### src/common/sobc_pkg.sv
/*
  Shared constants and carrier types of the SPI option and baud control block.
  Assumes one bus clock and a simple strobe register port with 3-bit address.
*/
`default_nettype none

package sobc_pkg;

  // Register word offsets
  localparam logic [2:0] OPT_OFFSET  = 3'h0;
  localparam logic [2:0] RATE_OFFSET = 3'h1;

  // Option control field positions
  localparam int MATCH_IRQ_EN_POS = 7;
  localparam int WORD_LEN_POS     = 6;
  localparam int FAULT_EN_POS     = 4;
  localparam int WIRE_OE_POS      = 3;
  localparam int WAIT_STOP_POS    = 1;
  localparam int PIN_LAYOUT_POS   = 0;
  localparam logic [7:0] OPT_WRITE_MASK = 8'hdb;

  // Bit rate fields
  localparam int PRESCALE_LSB = 4;
  localparam int RATE_LSB     = 0;
  localparam int FIELD_W      = 3;
  localparam logic [7:0] RATE_WRITE_MASK = 8'h77;

  // Values after reset
  localparam logic [7:0] OPT_RESET  = 8'h00;
  localparam logic [7:0] RATE_RESET = 8'h00;

  // Divider counter widths
  localparam int PRESCALE_CNT_W = 3;
  localparam int RATE_CNT_W     = 8;

  typedef struct packed {
    logic match_irq_enable;
    logic word_length_select;
    logic rsv5;
    logic fault_detect_enable;
    logic single_wire_output_enable;
    logic rsv2;
    logic wait_clock_stop;
    logic pin_layout_select;
  } sobc_opt_t;

  // Pin drive toward the pad ring
  typedef struct packed {
    logic mosi_out;
    logic mosi_oe;
    logic mosi_owned;
    logic miso_out;
    logic miso_oe;
    logic miso_owned;
    logic ss_out;
    logic ss_oe;
    logic ss_owned;
  } sobc_pins_t;

  // Pin levels from the pad ring
  typedef struct packed {
    logic mosi_in;
    logic miso_in;
    logic ss_in;
  } sobc_pin_in_t;

endpackage : sobc_pkg

`default_nettype wire

### src/hdl/sobc_top.sv
/*
  Option control and bit rate registers of the SPI unit, with pin routing,
  clock stop in wait, length change abort and the master baud tick.
  Assumes all inputs are synchronous to CLK and that the rest of the unit
  supplies role, select enable, match flag, serial data and wait state.
*/
`default_nettype none

// What this block does
// - The match interrupt request is raised while the match flag is set and its enable is 1.
// - The length bit picks 8-bit (0) or 16-bit (1) words for shifter, match and buffers.
// - In master mode a change of the length bit aborts, idles and clears status.
// - In slave mode the fault enable does nothing and the select pin is the select input.
// - In master mode fault enable 0 frees the select pin, 1 makes it fault input or output.
// - In single-wire mode the shared pin is driven when the wire output enable is 1.
// - With separate pins the wire output enable affects no pin.
// - In single-wire mode a master shares its out pin (MOSI) and a slave its out pin (MISO).
// - With wait stop set the SPI clocks halt while the processor waits.
// - The pin layout bit selects separate pins (0) or single-wire operation (1).
// - The bit rate register is always accessible and only steers the rate in master mode.
// - The prescaler divides the bus clock by its field value plus one.
// - The rate divider divides the prescaler output by two to the field value plus one.
// - The prescaler feeds the rate divider, so the rate is bus clock over both divisors.
// - With fault enabled in master, select output enable 0 is fault input, 1 drives select.
module sobc_top (
  input  wire logic                  CLK,
  input  wire logic                  RST_N,
  input  wire logic [2:0]            ADDR,
  input  wire logic [7:0]            WDATA,
  input  wire logic                  WR,
  input  wire logic                  RD,
  output logic      [7:0]            RDATA,
  input  wire logic                  MASTER_SELECT,
  input  wire logic                  SELECT_OUTPUT_ENABLE,
  input  wire logic                  RECEIVE_MATCH_FLAG,
  input  wire logic                  CPU_WAIT,
  input  wire logic                  SER_OUT,
  input  wire logic                  SEL_DRIVE_N,
  input  wire sobc_pkg::sobc_pin_in_t PIN_IN,
  output sobc_pkg::sobc_pins_t       PIN_DRIVE,
  output logic                       SER_IN,
  output logic                       SLAVE_SEL_N,
  output logic                       FAULT_IN_N,
  output logic                       MATCH_IRQ,
  output logic                       WORD_16,
  output logic                       ABORT_IDLE,
  output logic                       CLK_RUN,
  output logic                       BAUD_TICK
);

  sobc_pkg::sobc_opt_t  opt_reg;
  logic [7:0]           rate_reg;
  logic [7:0]           rdata_reg;
  sobc_pkg::sobc_pins_t pins_reg;
  sobc_pkg::sobc_pins_t pins_next;
  logic                 ser_in_reg;
  logic                 ser_in_next;
  logic                 sel_n_reg;
  logic                 fault_n_reg;
  logic                 irq_reg;
  logic                 abort_reg;
  logic                 tick_reg;

  logic                                   opt_wr;
  logic                                   rate_wr;
  logic [7:0]                             opt_wdata;
  logic [sobc_pkg::FIELD_W-1:0]           prescale_field;
  logic [sobc_pkg::FIELD_W-1:0]           rate_divide_field;
  logic [sobc_pkg::PRESCALE_CNT_W-1:0]    pre_div_m1;
  logic [sobc_pkg::RATE_CNT_W-1:0]        rate_div_m1;
  logic                                   run;
  logic                                   div_en;
  logic                                   div_clear;
  logic                                   pre_tick;
  logic                                   rate_tick;
  logic                                   fault_mode;

  assign opt_wr    = WR && (ADDR == sobc_pkg::OPT_OFFSET);
  assign rate_wr   = WR && (ADDR == sobc_pkg::RATE_OFFSET);
  assign opt_wdata = WDATA & sobc_pkg::OPT_WRITE_MASK;

  // Register writes; both registers accept any access at any time
  always_ff @(posedge CLK or negedge RST_N) begin
    if (!RST_N) begin
      opt_reg <= sobc_pkg::OPT_RESET;
    end else if (opt_wr) begin
      opt_reg <= opt_wdata;
    end
  end

  always_ff @(posedge CLK or negedge RST_N) begin
    if (!RST_N) begin
      rate_reg <= sobc_pkg::RATE_RESET;
    end else if (rate_wr) begin
      rate_reg <= WDATA & sobc_pkg::RATE_WRITE_MASK;
    end
  end

  // Read data stands only in the cycle after the strobe; unmapped reads zero
  always_ff @(posedge CLK or negedge RST_N) begin
    if (!RST_N) begin
      rdata_reg <= 8'h00;
    end else if (RD && (ADDR == sobc_pkg::OPT_OFFSET)) begin
      rdata_reg <= opt_reg;
    end else if (RD && (ADDR == sobc_pkg::RATE_OFFSET)) begin
      rdata_reg <= rate_reg;
    end else begin
      rdata_reg <= 8'h00;
    end
  end

  assign RDATA = rdata_reg;

  // Match interrupt request
  always_ff @(posedge CLK or negedge RST_N) begin
    if (!RST_N) begin
      irq_reg <= 1'b0;
    end else begin
      irq_reg <= opt_reg.match_irq_enable && RECEIVE_MATCH_FLAG;
    end
  end

  assign MATCH_IRQ = irq_reg;
  assign WORD_16   = opt_reg.word_length_select;

  // Length change in master: one-cycle abort toward shifter and status
  always_ff @(posedge CLK or negedge RST_N) begin
    if (!RST_N) begin
      abort_reg <= 1'b0;
    end else begin
      abort_reg <= opt_wr && MASTER_SELECT &&
                   (opt_wdata[sobc_pkg::WORD_LEN_POS] != opt_reg.word_length_select);
    end
  end

  assign ABORT_IDLE = abort_reg;

  // Pin routing, one cycle behind the configuration
  always_comb begin
    pins_next   = '0;
    ser_in_next = 1'b0;
    if (MASTER_SELECT) begin
      pins_next.mosi_out   = SER_OUT;
      pins_next.mosi_owned = 1'b1;
      if (opt_reg.pin_layout_select) begin
        pins_next.mosi_oe    = opt_reg.single_wire_output_enable;
        pins_next.miso_owned = 1'b0;
        ser_in_next          = PIN_IN.mosi_in;
      end else begin
        pins_next.mosi_oe    = 1'b1;
        pins_next.miso_owned = 1'b1;
        ser_in_next          = PIN_IN.miso_in;
      end
      if (opt_reg.fault_detect_enable) begin
        pins_next.ss_owned = 1'b1;
        pins_next.ss_oe    = SELECT_OUTPUT_ENABLE;
        pins_next.ss_out   = SELECT_OUTPUT_ENABLE && SEL_DRIVE_N;
      end
    end else begin
      pins_next.miso_out   = SER_OUT;
      pins_next.miso_owned = 1'b1;
      pins_next.ss_owned   = 1'b1;
      if (opt_reg.pin_layout_select) begin
        pins_next.miso_oe    = opt_reg.single_wire_output_enable;
        pins_next.mosi_owned = 1'b0;
        ser_in_next          = PIN_IN.miso_in;
      end else begin
        pins_next.miso_oe    = 1'b1;
        pins_next.mosi_owned = 1'b1;
        ser_in_next          = PIN_IN.mosi_in;
      end
    end
  end

  always_ff @(posedge CLK or negedge RST_N) begin
    if (!RST_N) begin
      pins_reg   <= '0;
      ser_in_reg <= 1'b0;
    end else begin
      pins_reg   <= pins_next;
      ser_in_reg <= ser_in_next;
    end
  end

  assign PIN_DRIVE = pins_reg;
  assign SER_IN    = ser_in_reg;

  // Select pin meaning toward the rest of the unit; idle level is high
  assign fault_mode = MASTER_SELECT && opt_reg.fault_detect_enable && !SELECT_OUTPUT_ENABLE;

  always_ff @(posedge CLK or negedge RST_N) begin
    if (!RST_N) begin
      sel_n_reg   <= 1'b1;
      fault_n_reg <= 1'b1;
    end else begin
      sel_n_reg   <= MASTER_SELECT ? 1'b1 : PIN_IN.ss_in;
      fault_n_reg <= fault_mode ? PIN_IN.ss_in : 1'b1;
    end
  end

  assign SLAVE_SEL_N = sel_n_reg;
  assign FAULT_IN_N  = fault_n_reg;

  // Clock stop in wait; exported as the gate enable for the whole unit
  assign run     = !(opt_reg.wait_clock_stop && CPU_WAIT);
  assign CLK_RUN = run;

  // Baud chain: prescaler enables the rate divider
  assign prescale_field    = rate_reg[sobc_pkg::PRESCALE_LSB +: sobc_pkg::FIELD_W];
  assign rate_divide_field = rate_reg[sobc_pkg::RATE_LSB +: sobc_pkg::FIELD_W];
  assign pre_div_m1        = prescale_field;
  assign rate_div_m1       = 8'((9'h002 << rate_divide_field) - 9'h001);
  assign div_en            = run && MASTER_SELECT;
  // Restart on a new setting so the first period is whole
  assign div_clear         = rate_wr || !MASTER_SELECT;

  sobc_rate_div #(
    .W (sobc_pkg::PRESCALE_CNT_W)
  ) u_prescale (
    .clk        (CLK),
    .rst_n      (RST_N),
    .clear      (div_clear),
    .en         (div_en),
    .div_minus1 (pre_div_m1),
    .tick       (pre_tick)
  );

  sobc_rate_div #(
    .W (sobc_pkg::RATE_CNT_W)
  ) u_rate (
    .clk        (CLK),
    .rst_n      (RST_N),
    .clear      (div_clear),
    .en         (pre_tick),
    .div_minus1 (rate_div_m1),
    .tick       (rate_tick)
  );

  always_ff @(posedge CLK or negedge RST_N) begin
    if (!RST_N) begin
      tick_reg <= 1'b0;
    end else begin
      tick_reg <= rate_tick;
    end
  end

  assign BAUD_TICK = tick_reg;

  // Helper: configuration steady at the fastest rate
  logic fast_steady;
  assign fast_steady = (rate_reg == 8'h00) && run && MASTER_SELECT && !rate_wr;
endmodule : sobc_top

`default_nettype wire

### src/hdl/sobc_rate_div.sv
/*
  Enable-driven modulo counter: one tick per (div_minus1 + 1) enables.
  Assumes div_minus1 is steady or that clear is pulsed when it changes.
*/
`default_nettype none

module sobc_rate_div #(
  parameter int W = 3
) (
  input  wire logic         clk,
  input  wire logic         rst_n,
  input  wire logic         clear,
  input  wire logic         en,
  input  wire logic [W-1:0] div_minus1,
  output logic              tick
);

  logic [W-1:0] cnt_reg;
  logic [W-1:0] cnt_next;

  // Compare with >= so a lowered divisor cannot strand the count
  assign tick = en && (cnt_reg >= div_minus1);

  always_comb begin
    cnt_next = cnt_reg;
    if (clear) begin
      cnt_next = '0;
    end else if (tick) begin
      cnt_next = '0;
    end else if (en) begin
      cnt_next = W'(cnt_reg + 1'b1);
    end
  end

  always_ff @(posedge clk or negedge rst_n) begin
    if (!rst_n) begin
      cnt_reg <= '0;
    end else begin
      cnt_reg <= cnt_next;
    end
  end

endmodule : sobc_rate_div

`default_nettype wire

### config.mk
export PLATFORM = sky130hd
export DESIGN_NAME = sobc_top
export DESIGN_NICKNAME = d
export VERILOG_FILES = /design/src/common/sobc_pkg.sv /design/src/hdl/sobc_top.sv /design/src/hdl/sobc_rate_div.sv
export SDC_FILE = /design/constraint.sdc
export NUM_CORES = 1
export LEC_CHECK = 0
export BUFFER_PORTS_ARGS = -buffer_cell sky130_fd_sc_hd__buf_2
export CAP_MARGIN = 20
export CORE_MARGIN = 2
export CORE_UTILIZATION = 53
export DETAILED_ROUTE_END_ITERATION = 8
export MAX_ROUTING_LAYER = met4
export PLACE_DENSITY_LB_ADDON = 0.25
export SKIP_CTS_REPAIR_TIMING = 1
export SLEW_MARGIN = 20
export SYNTH_ARGS = -nofsm -noshare
export SYNTH_HDL_FRONTEND = slang
export SYNTH_SLANG_ARGS = --single-unit
export TNS_END_PERCENT = 50
### constraint.sdc
create_clock -name CLK -period 2.25 [get_ports CLK]
set_input_delay 0.3375 -clock CLK [delete_from_list [all_inputs] [get_ports CLK]]
set_output_delay 0.3375 -clock CLK [all_outputs]
set_load 0.05 [all_outputs]
* Word level (Yosys, flattened, before mapping)
Cells that the tools add are included.
Word-level totals: flip-flop bits (word level) 46, input port bits 24, output and inout bits 25, logic and storage cells 76
Operators by class: $add $sub $neg 3, magnitude comparators 2, equal/unequal tests 2, shift operators 1, multiplexer cells 22, reductions and logical operators 21
Operators by type and width (count):
- two-way mux 8 bit | 4
- logical AND 1 bit | 14
- two-way mux 3 bit | 4
- two-way mux 1 bit | 10
- adder 8 x 1 -> 8 bit (second input constant) | 1
- greater-or-equal comparator 8 bit | 1
- left shift 2 x 3 -> 8 bit (first input constant) | 1
- subtractor 8 x 1 -> 8 bit (second input constant) | 1
- two-way mux 7 bit | 1
- two-way mux 2 bit | 3
- nonzero test 3 bit | 2
- adder 3 x 1 -> 3 bit (second input constant) | 1
- == test 3 x 1 -> 1 bit (second input constant) | 1
- greater-or-equal comparator 3 bit | 1
- zero test 1 bit | 3
- zero test 3 bit | 1
- logical OR 1 bit | 1
- inequality test 1 bit | 1

* Longest topological paths before layout
Gate-level depths: netlist of the first run.
depth in word-level cells 7, gate-level depth with buffers 9, mapped depth without buffers 7

* Cells and area by module
From an unflattened synthesis of the first run, not the netlist that was laid out.
Second synthesis, totals: cell total of the unflattened synthesis 203, area, all modules 2285.9 um2
By module, submodules not included:
- sobc_top | instances 1, cells an instance 96, area an instance 1352.5 um2, seq. area each 878.3 um2
- sobc_rate_div (u_rate) | instances 1, cells an instance 81, area an instance 676.9 um2, seq. area each 200.2 um2
- sobc_rate_div (u_prescale) | instances 1, cells an instance 26, area an instance 256.5 um2, seq. area each 75.1 um2

* Worst setup path after synthesis of the first run
Ideal clock, no wire load.
kind reg2reg, start point reg rate_reg[1], end point reg u_rate.cnt_reg[3], setup time 81 ps, data arrival time 1875 ps, data required time 2169 ps, path slack 294 ps, cell stages (with the launch flop) 10, buffers on the path 2, period minus slack after synthesis 1956 ps, cell sequence dfrtp_1 clkbuf_1 a21oi_1 ha_1 a21oi_4 o21ai_2 a211oi_4 buf_6 nand3_1 a31oi_2
On the way: cells in the longest elaborated chain, start to end 6, elaborated cells between the ends (all ways) 7, those cells by class 1 x add/sub; 1 x order compare; 1 x shift; 2 x mux; 2 x reduce/logical
RTL lines:
- start, declared | RTL line sobc_top.sv:52 | logic [7:0] rate_reg;
- start signal, assigned | RTL line sobc_top.sv:93 | rate_reg <= sobc_pkg::RATE_RESET;
- start signal, assigned | RTL line sobc_top.sv:95 | rate_reg <= WDATA & sobc_pkg::RATE_WRITE_MASK;
- left shift 2 x 3 -> 8 bit * | RTL line sobc_top.sv:212 | assign rate_div_m1 = 8'((9'h002 << rate_divide_field) - 9'h001);
- subtractor 8 x 1 -> 8 bit * | RTL line sobc_top.sv:212
- greater-or-equal comparator 8 bit * | RTL line sobc_rate_div.sv:22 | assign tick = en && (cnt_reg >= div_minus1);
- logical AND 1 bit * | RTL line sobc_rate_div.sv:22
- two-way mux 8 bit | RTL line sobc_rate_div.sv:28 | end else if (tick) begin
- two-way mux 8 bit | RTL line sobc_rate_div.sv:26 | if (clear) begin
- end signal, assigned | RTL line sobc_rate_div.sv:39 | cnt_reg <= cnt_next;
- end, declared | RTL line sobc_rate_div.sv:18 | logic [W-1:0] cnt_reg;
Every way passes the cells marked *; elsewhere a longest branch is shown, timed or not. A chain may end at the register's enable or synchronous reset.

* Final worst setup path of the first run
Ends and elaborated chain as after synthesis.

==> results of run 1 <==
==> how the worst max path moves through the flow <==
stage                      from           endpoint  slack [ns]
global placement    rate_reg[1]  u_rate.cnt_reg[3]        0.32
floorplan           rate_reg[1]  u_rate.cnt_reg[3]        0.29
detailed placement  rate_reg[2]  u_rate.cnt_reg[3]        0.26
global route        rate_reg[1]  u_rate.cnt_reg[4]        0.06
CTS                 rate_reg[2]  u_rate.cnt_reg[3]        0.23
finish              rate_reg[1]  u_rate.cnt_reg[3]        0.23
==> power groups by stage <==
stage	Clock, uW	Combinational (uW)	Sequential, uW
detailed placement	0	473	1010
finish	512	469	991
CTS	528	475	992
global route	561	519	1010
global placement	0	457	1000
floorplan	0	238	1100
==> cells in the mapped netlist, types with 2 or more instances <==
cell	count
a31oi_1	5
mux2i_1	4
nand2_1	21
clkbuf_1	3
nor2b_1	2
nand2b_1	3
or2_2	2
inv_1	5
nand3b_1	2
nor3_1	3
ha_1	12
a21oi_1	7
dfrtp_1	44
nand3_1	19
buf_2	4
and2_1	4
and3_1	5
mux2_2	9
dfstp_2	2
nor2_1	14
xor2_1	3
o21ai_0	7
==> kinds of logic after synthesis <==
| kind of cell | count (synthesis) |
|---|---|
| simple gates | 83 |
| flops | 46 |
| mux | 13 |
| xor+xnor | 3 |
| fa+ha+maj | 12 |
| compound gates | 26 |
| buf+inv | 13 |
==> critical path, delay by kind of cell, from the launching register on <==
family / cells / cell delay (ns)
adder cells (fa/ha/maj): 1 / 0.27
AO/OA/AOI/OAI: 4 / 0.63
AND/OR/NAND/NOR: 2 / 0.34
buffers and inverters: 1 / 0.23
flip-flops: 1 / 0.46
==> cell usage in the layout, fill, tap and decap left out, types with 2 or more instances in the layout <==
cell | Yosys | routed
a21oi_1 | 7 | 7
a31oi_1 | 5 | 5
and2_1 | 4 | 4
and3_1 | 5 | 5
buf_2 | 4 | 48
buf_4 | 0 | 3
clkbuf_8 | 0 | 5
dfrtp_1 | 44 | 44
dfstp_2 | 2 | 2
ha_1 | 12 | 12
inv_1 | 5 | 5
mux2_2 | 9 | 9
mux2i_1 | 4 | 4
nand2_1 | 21 | 21
nand2b_1 | 3 | 3
nand3_1 | 19 | 19
nand3b_1 | 2 | 2
nor2_1 | 14 | 14
nor2b_1 | 2 | 2
nor3_1 | 3 | 3
o21ai_0 | 7 | 7
or2_2 | 2 | 2
xor2_1 | 3 | 3
==> layout make-up <==
cell class | count | area share [%]
timing repair buffer | 51 | 10.38
tap | 50 | 2.470
clock inverter | 3 | 0.8399
inverter | 5 | 0.7411
sequential | 46 | 45.55
clock buffer | 5 | 2.717
multi-input combinational | 137 | 37.30
==> per-layer routing <==
layer | vias to the layer above | routed length [um] | global-route usage, % | part of all wire, %
li1 | 784 | - | - | -
met5 | - | 0 | - | 0
met1 | 771 | 2022 | 29.50 | 47
met3 | 5 | 240 | 5.428 | 5.6
met2 | 43 | 1977 | 31.50 | 46
met4 | 0 | 63 | 9.000 | 1.5
==> through the flow <==
stage | hold WS [ns] | total power, uW | std cells | util [%] | area (sq um)
finish | 0.09849 | 1973 | 297 | 63.77 | 2532
global route | 0.1466 | 2086 | 297 | 63.77 | 2532
CTS | 0.1229 | 1996 | 297 | 63.77 | 2532
detailed placement | 0.4601 | 1482 | 289 | 61.50 | 2442
global placement | 0.4546 | 1458 | 289 | 61.50 | 2442
floorplan | 0.04191 | 1341 | 196 | - | 2160
==> impl_metrics.py, run 1 <==
metrics = {
    "status": {
        "outcome": "complete, no violations",
    },
    "route": {
        "vias_per_cell": 5.397,
        "postRouteAntennaNets": 0,
        "vias": 1603,
        "drc": 0,
        "drtPass1Iterations": 6,
        "drt-wirelength-per-cell_um": 14.49,
        "routed_wl_um": 4304,
        "first_iter_violations": 110,
    },
    "grt": {
        "antenna_found_initial": 0,
        "grt_use_total_pct": 21.78,
        "grt_pass1_vias": 1453,
        "grt_max_degree": 47,
        "grt_overflow": 0,
        "grt_pass1_wl_um": 6969,
    },
    "cts": {
        "tritoncts": "yes",
        "cts-root-buf": "clkbuf_8",
        "clkSlewWorstSetupHoldPaths_ns": 0.09,
        "clkSinkCount": 46,
        "worstSkewPairLatency_ns": 0.31,
        "numCtsBuffers": 5,
        "htreeDepth": 2,
        "cts.path.max_buffers": 2,
    },
    "sta": {
        "finalCritPeriodShare_pct": 89.69,
        "rsz0062_at_grt": "no",
        "setup_ws_ns": 0.2320,
        "timing_hold_violations_final": 0,
        "setup_tns_ns": 0,
        "fmax_mhz": 495.5,
        "tightest_slew_ns": 0.5840,
        "fin_worst_skew_ns": 0.007844,
        "slew_viol_final": 0,
        "slew_headroom_pct": 61.07,
        "min_period_ns": 2.018,
        "report.final.setup_viol": 0,
    },
    "layout": {
        "largest_register_ffs": 9,
        "nNetsFinal": 282,
        "multi_input_area_sq_um": 944.7,
        "nFillCells": 337,
        "area_growth_pct": 17.27,
        "regArea_sq_um": 1154,
        "drive_gt1_share_pct": 32.39,
        "n_antenna_cell": 0,
    },
    "critical_path": {
        "crit_slowest_cell": "dfrtp_1",
        "worstPathRequired_ns": 2.48,
        "endpoint_kind": "flip-flop",
        "crit_type": "reg2reg",
        "cpPeakStageDelay_ns": 0.46,
        "reg2reg_to": "u_rate.cnt_reg[3]",
        "rrSetupSlack_ns": 0.23,
        "cp_max_fo": 15,
        "reg2reg_from": "rate_reg[1]",
        "cp_cell_sequence": "nor3_1 -> ha_1 -> a21oi_2 -> o21ai_2 -> a211oi_4 -> buf_4 -> nand3_1 -> a31oi_2",
        "reg2regPathDepth": 8,
        "cp-start-kind": "flip-flop",
        "arrival_ns": 2.24,
    },
    "floorplan": {
        "io-pin-count": 49,
        "row_count": 23,
        "die_h_um": 67.84,
        "core_area_sq_um": 3971,
        "initial_core_util_pct": 54.38,
        "die_x_um": 67.84,
        "dieArea_sq_um": 4602,
    },
    "synthesis": {
        "synth-xor-area-share_pct": 1.217,
        "synth.avg_cell_area_sq_um": 11.02,
        "synth_fa_ha_area_share_pct": 6.952,
        "seq_area_frac_synth_pct": 53.42,
        "synth-compound-area-share_pct": 8.459,
        "synth_cells": 196,
        "ys.flop_type": "dfrtp_1",
        "yosys.cell_types.count": 38,
        "synth_top_cell_by_area": "dfrtp_1",
        "muxShareOfSynthArea_pct": 6.547,
        "synth_area_leaders": "dfrtp_1, ha_1, mux2_2",
        "syn-num-nets": 232,
        "synth_top_family_by_area": "simple AND/OR/NAND/NOR gates",
        "synth_warnings": 0,
        "synth-edff-count": 0,
        "yosys_register_bits": 46,
        "synth_top_area_share_pct": 50.98,
        "syn_area_sq_um": 2160,
        "synth_async_sr_flop_share_pct": 100.0,
        "yosys.area_share.simple_pct": 20.57,
    },
    "pwr": {
        "p_leak_uw": 0.001240,
        "p_sw_uw": 680.9,
        "peakVddDrop_v": 0.0004773,
        "share_comb_of_total_power_pct": 23.8,
        "p_per_area_nw_per_um2": 778.9,
        "swShare_pct": 34.52,
        "clockPowerShare_pct": 26.0,
        "power.internal_uw": 1292,
        "seq_power_share_pct": 50.3,
    },
    "hold_path": {
        "min_path_type": "in2async",
    },
    "place": {
        "place.port_buffers": 48,
        "dp_hpwl_um": 3003,
        "place_congestion": 0.7614,
        "pre_cts_ws_ns": 0.2578,
    },
    "flow_run": {
        "cap_violations": 0,
    },
}
Note: power is estimated with default switching activity, not from simulation.
==> inputs of run 2 (changes only) <==
--- a/config.mk
+++ b/config.mk
@@ -5,13 +5,15 @@
 export SDC_FILE = /design/constraint.sdc
 export NUM_CORES = 1
 export LEC_CHECK = 0
+export ABC_AREA = 1
 export BUFFER_PORTS_ARGS = -buffer_cell sky130_fd_sc_hd__buf_2
 export CAP_MARGIN = 20
 export CORE_MARGIN = 2
-export CORE_UTILIZATION = 53
+export CORE_UTILIZATION = 45
 export DETAILED_ROUTE_END_ITERATION = 8
 export MAX_ROUTING_LAYER = met4
 export PLACE_DENSITY_LB_ADDON = 0.25
+export SETUP_SLACK_MARGIN = 0.3
 export SKIP_CTS_REPAIR_TIMING = 1
 export SLEW_MARGIN = 20
 export SYNTH_ARGS = -nofsm -noshare
==> run 2 against run 1 <==
Effect of this change: cell count rose by 25%; power rose by 4.1%; combinational power fell by 2%; utilization fell by 7.6 points; cell area rose by 5.4%; non-clock buffer count did not move; fmax rose by 17%; largest power group unchanged; highest routed layer unchanged.
==> impl_metrics.py, run 2 <==
metrics = {
    "status": {
        "outcome": "complete, no violations",
    },
    "pwr": {
        "p_per_area_nw_per_um2": 769.3,
        "p_leak_uw": 0.001484,
        "peakVddDrop_v": 0.0004624,
    },
    "layout": {
        "largest_register_ffs": 9,
        "nNetsFinal": 340,
        "utilization_pct": 56.13,
        "mostFrequentLayoutCell": "nand2_1",
        "nFillCells": 454,
        "layout_common_cells": "nand2_1, buf_2, dfrtp_1",
        "n_antenna_cell": 0,
        "drive_gt1_share_pct": 25.90,
        "area_growth_pct": 19.03,
    },
    "route": {
        "first_iter_violations": 80,
        "drc": 0,
        "routed_wl_um": 4508,
        "vias": 1775,
        "postRouteAntennaNets": 0,
        "drt-wirelength-per-cell_um": 12.12,
        "drtPass1Iterations": 4,
        "vias_per_cell": 4.772,
    },
    "critical_path": {
        "worstPathRequired_ns": 2.49,
        "crit_type": "reg2reg",
        "reg2reg_to": "u_rate.cnt_reg[7]",
        "cp_max_fo": 9,
        "reg2regPathDepth": 9,
        "rrSetupSlack_ns": 0.52,
        "reg2reg_from": "rate_reg[1]",
        "endpoint_kind": "flip-flop",
        "arrival_ns": 1.97,
        "cp-start-kind": "flip-flop",
    },
    "sta": {
        "finalCritPeriodShare_pct": 76.80,
        "min_period_ns": 1.728,
        "setup_tns_ns": 0,
        "rsz0062_at_grt": "no",
        "report.final.setup_viol": 0,
        "slew_viol_final": 0,
        "fmax_mhz": 578.7,
        "whs_ns": 0.2216,
        "tightest_slew_ns": 0.3707,
        "slew_headroom_pct": 75.29,
        "fin_worst_skew_ns": 0.004533,
        "timing_hold_violations_final": 0,
    },
    "hold_path": {
        "min_path_type": "in2reg",
        "holdCritStartpoint": "RECEIVE_MATCH_FLAG",
        "min_to": "MATCH_IRQ",
        "holdPathStages": 3,
    },
    "floorplan": {
        "row_count": 25,
        "die_x_um": 74.59,
        "dieArea_sq_um": 5563,
        "die_h_um": 74.59,
        "core_area_sq_um": 4755,
        "initial_core_util_pct": 47.16,
        "io-pin-count": 49,
    },
    "synthesis": {
        "syn-num-nets": 287,
        "synth_top_family_by_area": "simple AND/OR/NAND/NOR gates",
        "muxShareOfSynthArea_pct": 0.5022,
        "synth_cells": 251,
        "synth_fa_ha_area_share_pct": 6.696,
        "yosys.cell_types.count": 33,
        "synth_area_leaders": "dfrtp_1, nand2_1, ha_1",
        "ys.flop_type": "dfrtp_1",
        "synth_top_area_share_pct": 49.11,
        "synthTopCellsByCount": "nand2_1, dfrtp_1, inv_1",
        "synth-xor-area-share_pct": 1.563,
        "synth.most_common_cell": "nand2_1",
        "yosys_register_bits": 46,
        "synth.avg_cell_area_sq_um": 8.933,
        "synth-compound-area-share_pct": 7.254,
        "yosys.area_share.simple_pct": 24.22,
        "seq_area_frac_synth_pct": 51.45,
        "synth_top_cell_by_area": "dfrtp_1",
        "syn_area_sq_um": 2242,
        "synth_warnings": 0,
        "synth-edff-count": 0,
        "synth_async_sr_flop_share_pct": 100.0,
    },
    "cts": {
        "cts.path.max_buffers": 2,
        "cts-root-buf": "clkbuf_8",
        "clkSlewWorstSetupHoldPaths_ns": 0.09,
        "clkSinkCount": 46,
        "worstSkewPairLatency_ns": 0.30,
        "htreeDepth": 2,
        "numCtsBuffers": 5,
        "tritoncts": "yes",
    },
    "grt": {
        "grt_overflow": 0,
        "grt_max_degree": 18,
        "antenna_found_initial": 0,
        "grt_use_total_pct": 19.36,
        "grt_pass1_wl_um": 7810,
        "grt_pass1_vias": 1759,
    },
    "place": {
        "place_congestion": 0.8146,
        "place.port_buffers": 48,
        "dp_hpwl_um": 3395,
    },
    "flow_run": {
        "cap_violations": 0,
    },
}
-- run 2: cell count changes after synthesis, sizes merged, moves of 5 or more --
cell   delta
nor2      +9
mux2      -8
o21ai     +5
nand4     +9
nand2    +45
and3      -5
inv      +34
a31oi     -6
nand3     -6
-- run 2: report_power, final --
part / switching (uW) / internal, uW / total [uW]
clock: 284 / 332 / 615
combinational: 321 / 139 / 460
sequential: 69.8 / 908 / 978
total: 674 / 1380 / 2050
-- run 2: worst max-delay path by stage --
| stage | slack [ns] | endpoint | depth (start not counted) | from |
|---|---|---|---|---|
| 3_5_place_dp | 0.53 | u_rate.cnt_reg[7] | 9 | rate_reg[1] |
| 5_1_grt | 0.35 | u_rate.cnt_reg[2] | 9 | rate_reg[1] |
| 2_1_floorplan | 0.71 | u_rate.cnt_reg[0] | 10 | rate_reg[1] |
| 6_report | 0.52 | u_rate.cnt_reg[7] | 9 | rate_reg[1] |
| 3_3_place_gp | 0.59 | u_rate.cnt_reg[5] | 9 | rate_reg[1] |
| 4_1_cts | 0.51 | u_rate.cnt_reg[7] | 9 | rate_reg[1] |
-- run 2: kinds of logic after synthesis --
| family | count (synthesis) |
|---|---|
| XOR/XNOR | 4 |
| multiplexers | 1 |
| AO/OA/AOI/OAI | 27 |
| adder cells (fa/ha/maj) | 12 |
| buffers and inverters | 44 |
| flip-flops | 46 |
| AND/OR/NAND/NOR | 117 |
-- run 2: cell type report --
class / instances / area, sq um / area share, %
tap: 67 / 83.83 / 3.141
clock buffer: 6 / 72.57 / 2.719
multi-input combinational: 161 / 902.1 / 33.80
inverter: 39 / 153.9 / 5.767
timing repair buffer: 51 / 265.3 / 9.939
sequential: 46 / 1154 / 43.23
clock inverter: 2 / 37.54 / 1.406
-- run 2: critical path, stage by stage (launching register included) --
cell     delay (ns)
dfrtp_1        0.45
nor3_1         0.23
ha_1           0.26
nand2_1        0.06
nand2_1        0.05
nand2_1        0.05
nand2_1        0.08
a21oi_4        0.27
nand4_1        0.13
nand2_1        0.08
-- run 2: metrics by stage --
step / cell area [sq um] / setup WS [ns] / total power, uW / std cells
6_report: 2669 / 0.5219 / 2053 / 372
5_1_grt: 2669 / 0.3463 / 2168 / 372
4_1_cts: 2659 / 0.5064 / 2064 / 371
3_5_place_dp: 2549 / 0.5333 / 1455 / 363
3_3_place_gp: 2549 / 0.5880 / 1441 / 363
2_1_floorplan: 2242 / 0.7056 / 1320 / 251
-- run 2: layer usage --
metal | track usage, % | vias up | part of all wire, % | routed length [um]
li1 | - | 901 | - | -
met1 | 23.91 | 837 | 47 | 2101
met2 | 30.88 | 31 | 48 | 2175
met3 | 5.014 | 6 | 3.7 | 166
met4 | 6.746 | 0 | 1.4 | 65
met5 | - | - | 0 | 0
==> inputs of run 3 (changes only) <==
==> constraint.sdc (replaced) <==
create_clock -name CLK -period 1.55 [get_ports CLK]
set_input_delay 0.2325 -clock CLK [delete_from_list [all_inputs] [get_ports CLK]]
set_output_delay 0.2325 -clock CLK [all_outputs]
set_load 0.05 [all_outputs]
==> run 3 against run 2 <==
Effect of this change: the flow now finishes with violations (setup timing); combinational power is 67% higher; first-iteration DRC count up 26%; utilization increased by 4.1 points; power grew 51%; via count grew 2.6%; worst setup slack got worse by 0.62 ns; register-to-register slack got worse by 0.62 ns; critical path depth fell by 2; routed wire length is 8.0% higher; cell count up 3.0%; cell area grew 7.3%; sequential power grew 46%; largest power group unchanged.
==> impl_metrics.py, run 3 (synthesized netlist as in run 2, its figures left out) <==
metrics = {
    "grt": {
        "grt_pass1_wl_um": 8314,
        "grt_use_total_pct": 20.35,
        "grt_pass1_vias": 1827,
        "grt_overflow": 0,
        "antenna_found_initial": 0,
        "grt_max_degree": 34,
    },
    "floorplan": {
        "initial_core_util_pct": 47.16,
        "io-pin-count": 49,
        "row_count": 25,
        "die_h_um": 74.59,
        "die_x_um": 74.59,
        "dieArea_sq_um": 5563,
        "core_area_sq_um": 4755,
    },
    "layout": {
        "multi_input_area_sq_um": 980.9,
        "regArea_sq_um": 1157,
        "drive_gt1_share_pct": 32.59,
        "layout_common_cells": "nand2_1, buf_2, dfrtp_1",
        "nNetsFinal": 351,
        "nFillCells": 424,
        "largest_register_ffs": 9,
        "mostFrequentLayoutCell": "nand2_1",
        "area_growth_pct": 27.73,
        "n_antenna_cell": 0,
        "utilization_pct": 60.24,
    },
    "route": {
        "vias": 1822,
        "drc": 0,
        "drtPass1Iterations": 4,
        "first_iter_violations": 101,
        "postRouteAntennaNets": 0,
        "drt-wirelength-per-cell_um": 12.71,
        "vias_per_cell": 4.757,
        "routed_wl_um": 4869,
    },
    "cts": {
        "tritoncts": "yes",
        "numCtsBuffers": 5,
        "cts.path.max_buffers": 2,
        "cts-root-buf": "clkbuf_8",
        "clkSlewWorstSetupHoldPaths_ns": 0.09,
        "worstSkewPairLatency_ns": 0.30,
        "htreeDepth": 2,
        "clkSinkCount": 46,
    },
    "status": {
        "violations": "setup timing",
        "outcome": "complete, but fails checks",
    },
    "pwr": {
        "share_comb_of_total_power_pct": 24.8,
        "peakVddDrop_v": 0.0005477,
        "p_per_area_nw_per_um2": 1081,
        "p_sw_uw": 1032,
        "power.internal_uw": 2065,
        "p_leak_uw": 0.001558,
        "seq_power_share_pct": 46.3,
        "fin_total_pwr_uw": 3096,
        "clockPowerShare_pct": 28.9,
        "swShare_pct": 33.32,
    },
    "sta": {
        "slew_viol_final": 0,
        "min_period_ns": 1.646,
        "slew_headroom_pct": 73.83,
        "rsz0062_at_grt": "yes",
        "report.final.setup_viol": 9,
        "timing_hold_violations_final": 0,
        "finalCritPeriodShare_pct": 106.2,
        "tightest_slew_ns": 0.3911,
        "fmax_mhz": 607.6,
        "fin_worst_skew_ns": 0.006243,
        "setup_ws_ns": -0.09591,
    },
    "critical_path": {
        "arrival_ns": 1.84,
        "endpoint_kind": "flip-flop",
        "cp_max_fo": 7,
        "cp-start-kind": "flip-flop",
        "worstPathRequired_ns": 1.74,
        "crit_type": "reg2reg",
    },
    "place": {
        "place.port_buffers": 48,
        "place_congestion": 0.8842,
        "dp_hpwl_um": 3609,
    },
    "flow_run": {
        "cap_violations": 0,
    },
    "hold_path": {
        "min_path_type": "in2reg",
    },
}
-- run 3: area by class of cell --
cell class,instances,area share [%]
tap,67,2.927
inverter,39,5.374
clock buffer,6,2.534
sequential,46,40.41
multi-input combinational,162,34.25
clock inverter,2,1.311
timing repair buffer,61,13.19
-- run 3: worst paths after layout --
| path | slack, ns | depth (start not counted) | endpoint | from |
|---|---|---|---|---|
| max reg2reg | -0.1 | 7 | u_rate.cnt_reg[0] | rate_reg[1] |
| max in group asynchronous | 0.69 | 3 | rate_reg[2] | RST_N |
| min in group asynchronous | 0.36 | 2 | SER_IN | RST_N |
| min | 0.12 | 3 | MATCH_IRQ | RECEIVE_MATCH_FLAG |
| min reg2reg | 0.47 | 2 | MATCH_IRQ | opt_reg[7] |
| max | -0.1 | 7 | u_rate.cnt_reg[0] | rate_reg[1] |
-- run 3: power groups by stage --
stage | clock (uW) | sequential, uW | combinational, uW
floorplan | 0 | 1560 | 376
global placement | 0 | 1440 | 707
detailed placement | 0 | 1440 | 721
CTS | 917 | 1420 | 724
global route | 950 | 1450 | 869
finish | 894 | 1430 | 769
-- run 3: worst max-delay path, cell delays in order (launching register included) --
cell     delay, ns
dfrtp_2       0.45
nand3_1       0.10
ha_1          0.30
nand2_1       0.06
nor2_1        0.33
a21oi_4       0.14
nand4_1       0.11
nand2_1       0.05
-- run 3: per-stage QoR --
step	setup TNS, ns	area (sq um)	std cells	hold slack, ns	setup WS (ns)
2_1_floorplan	0	2267	251	-0.06309	0.03356
3_3_place_gp	-0.9385	2651	373	0.1535	-0.1189
3_5_place_dp	-1.481	2651	373	0.1570	-0.1852
4_1_cts	-1.765	2761	381	-0.1746	-0.2088
5_1_grt	-1.697	2864	383	0.1175	-0.2259
6_report	-0.7234	2864	383	0.1195	-0.09591
-- run 3: layer usage --
| metal | up-vias | routed length (um) | track usage [%] |
|---|---|---|---|
| met5 | - | 0 | - |
| met4 | 0 | 99 | 6.746 |
| met3 | 10 | 228 | 4.878 |
| met2 | 48 | 2243 | 30.78 |
| met1 | 838 | 2297 | 27.00 |
| li1 | 926 | - | - |
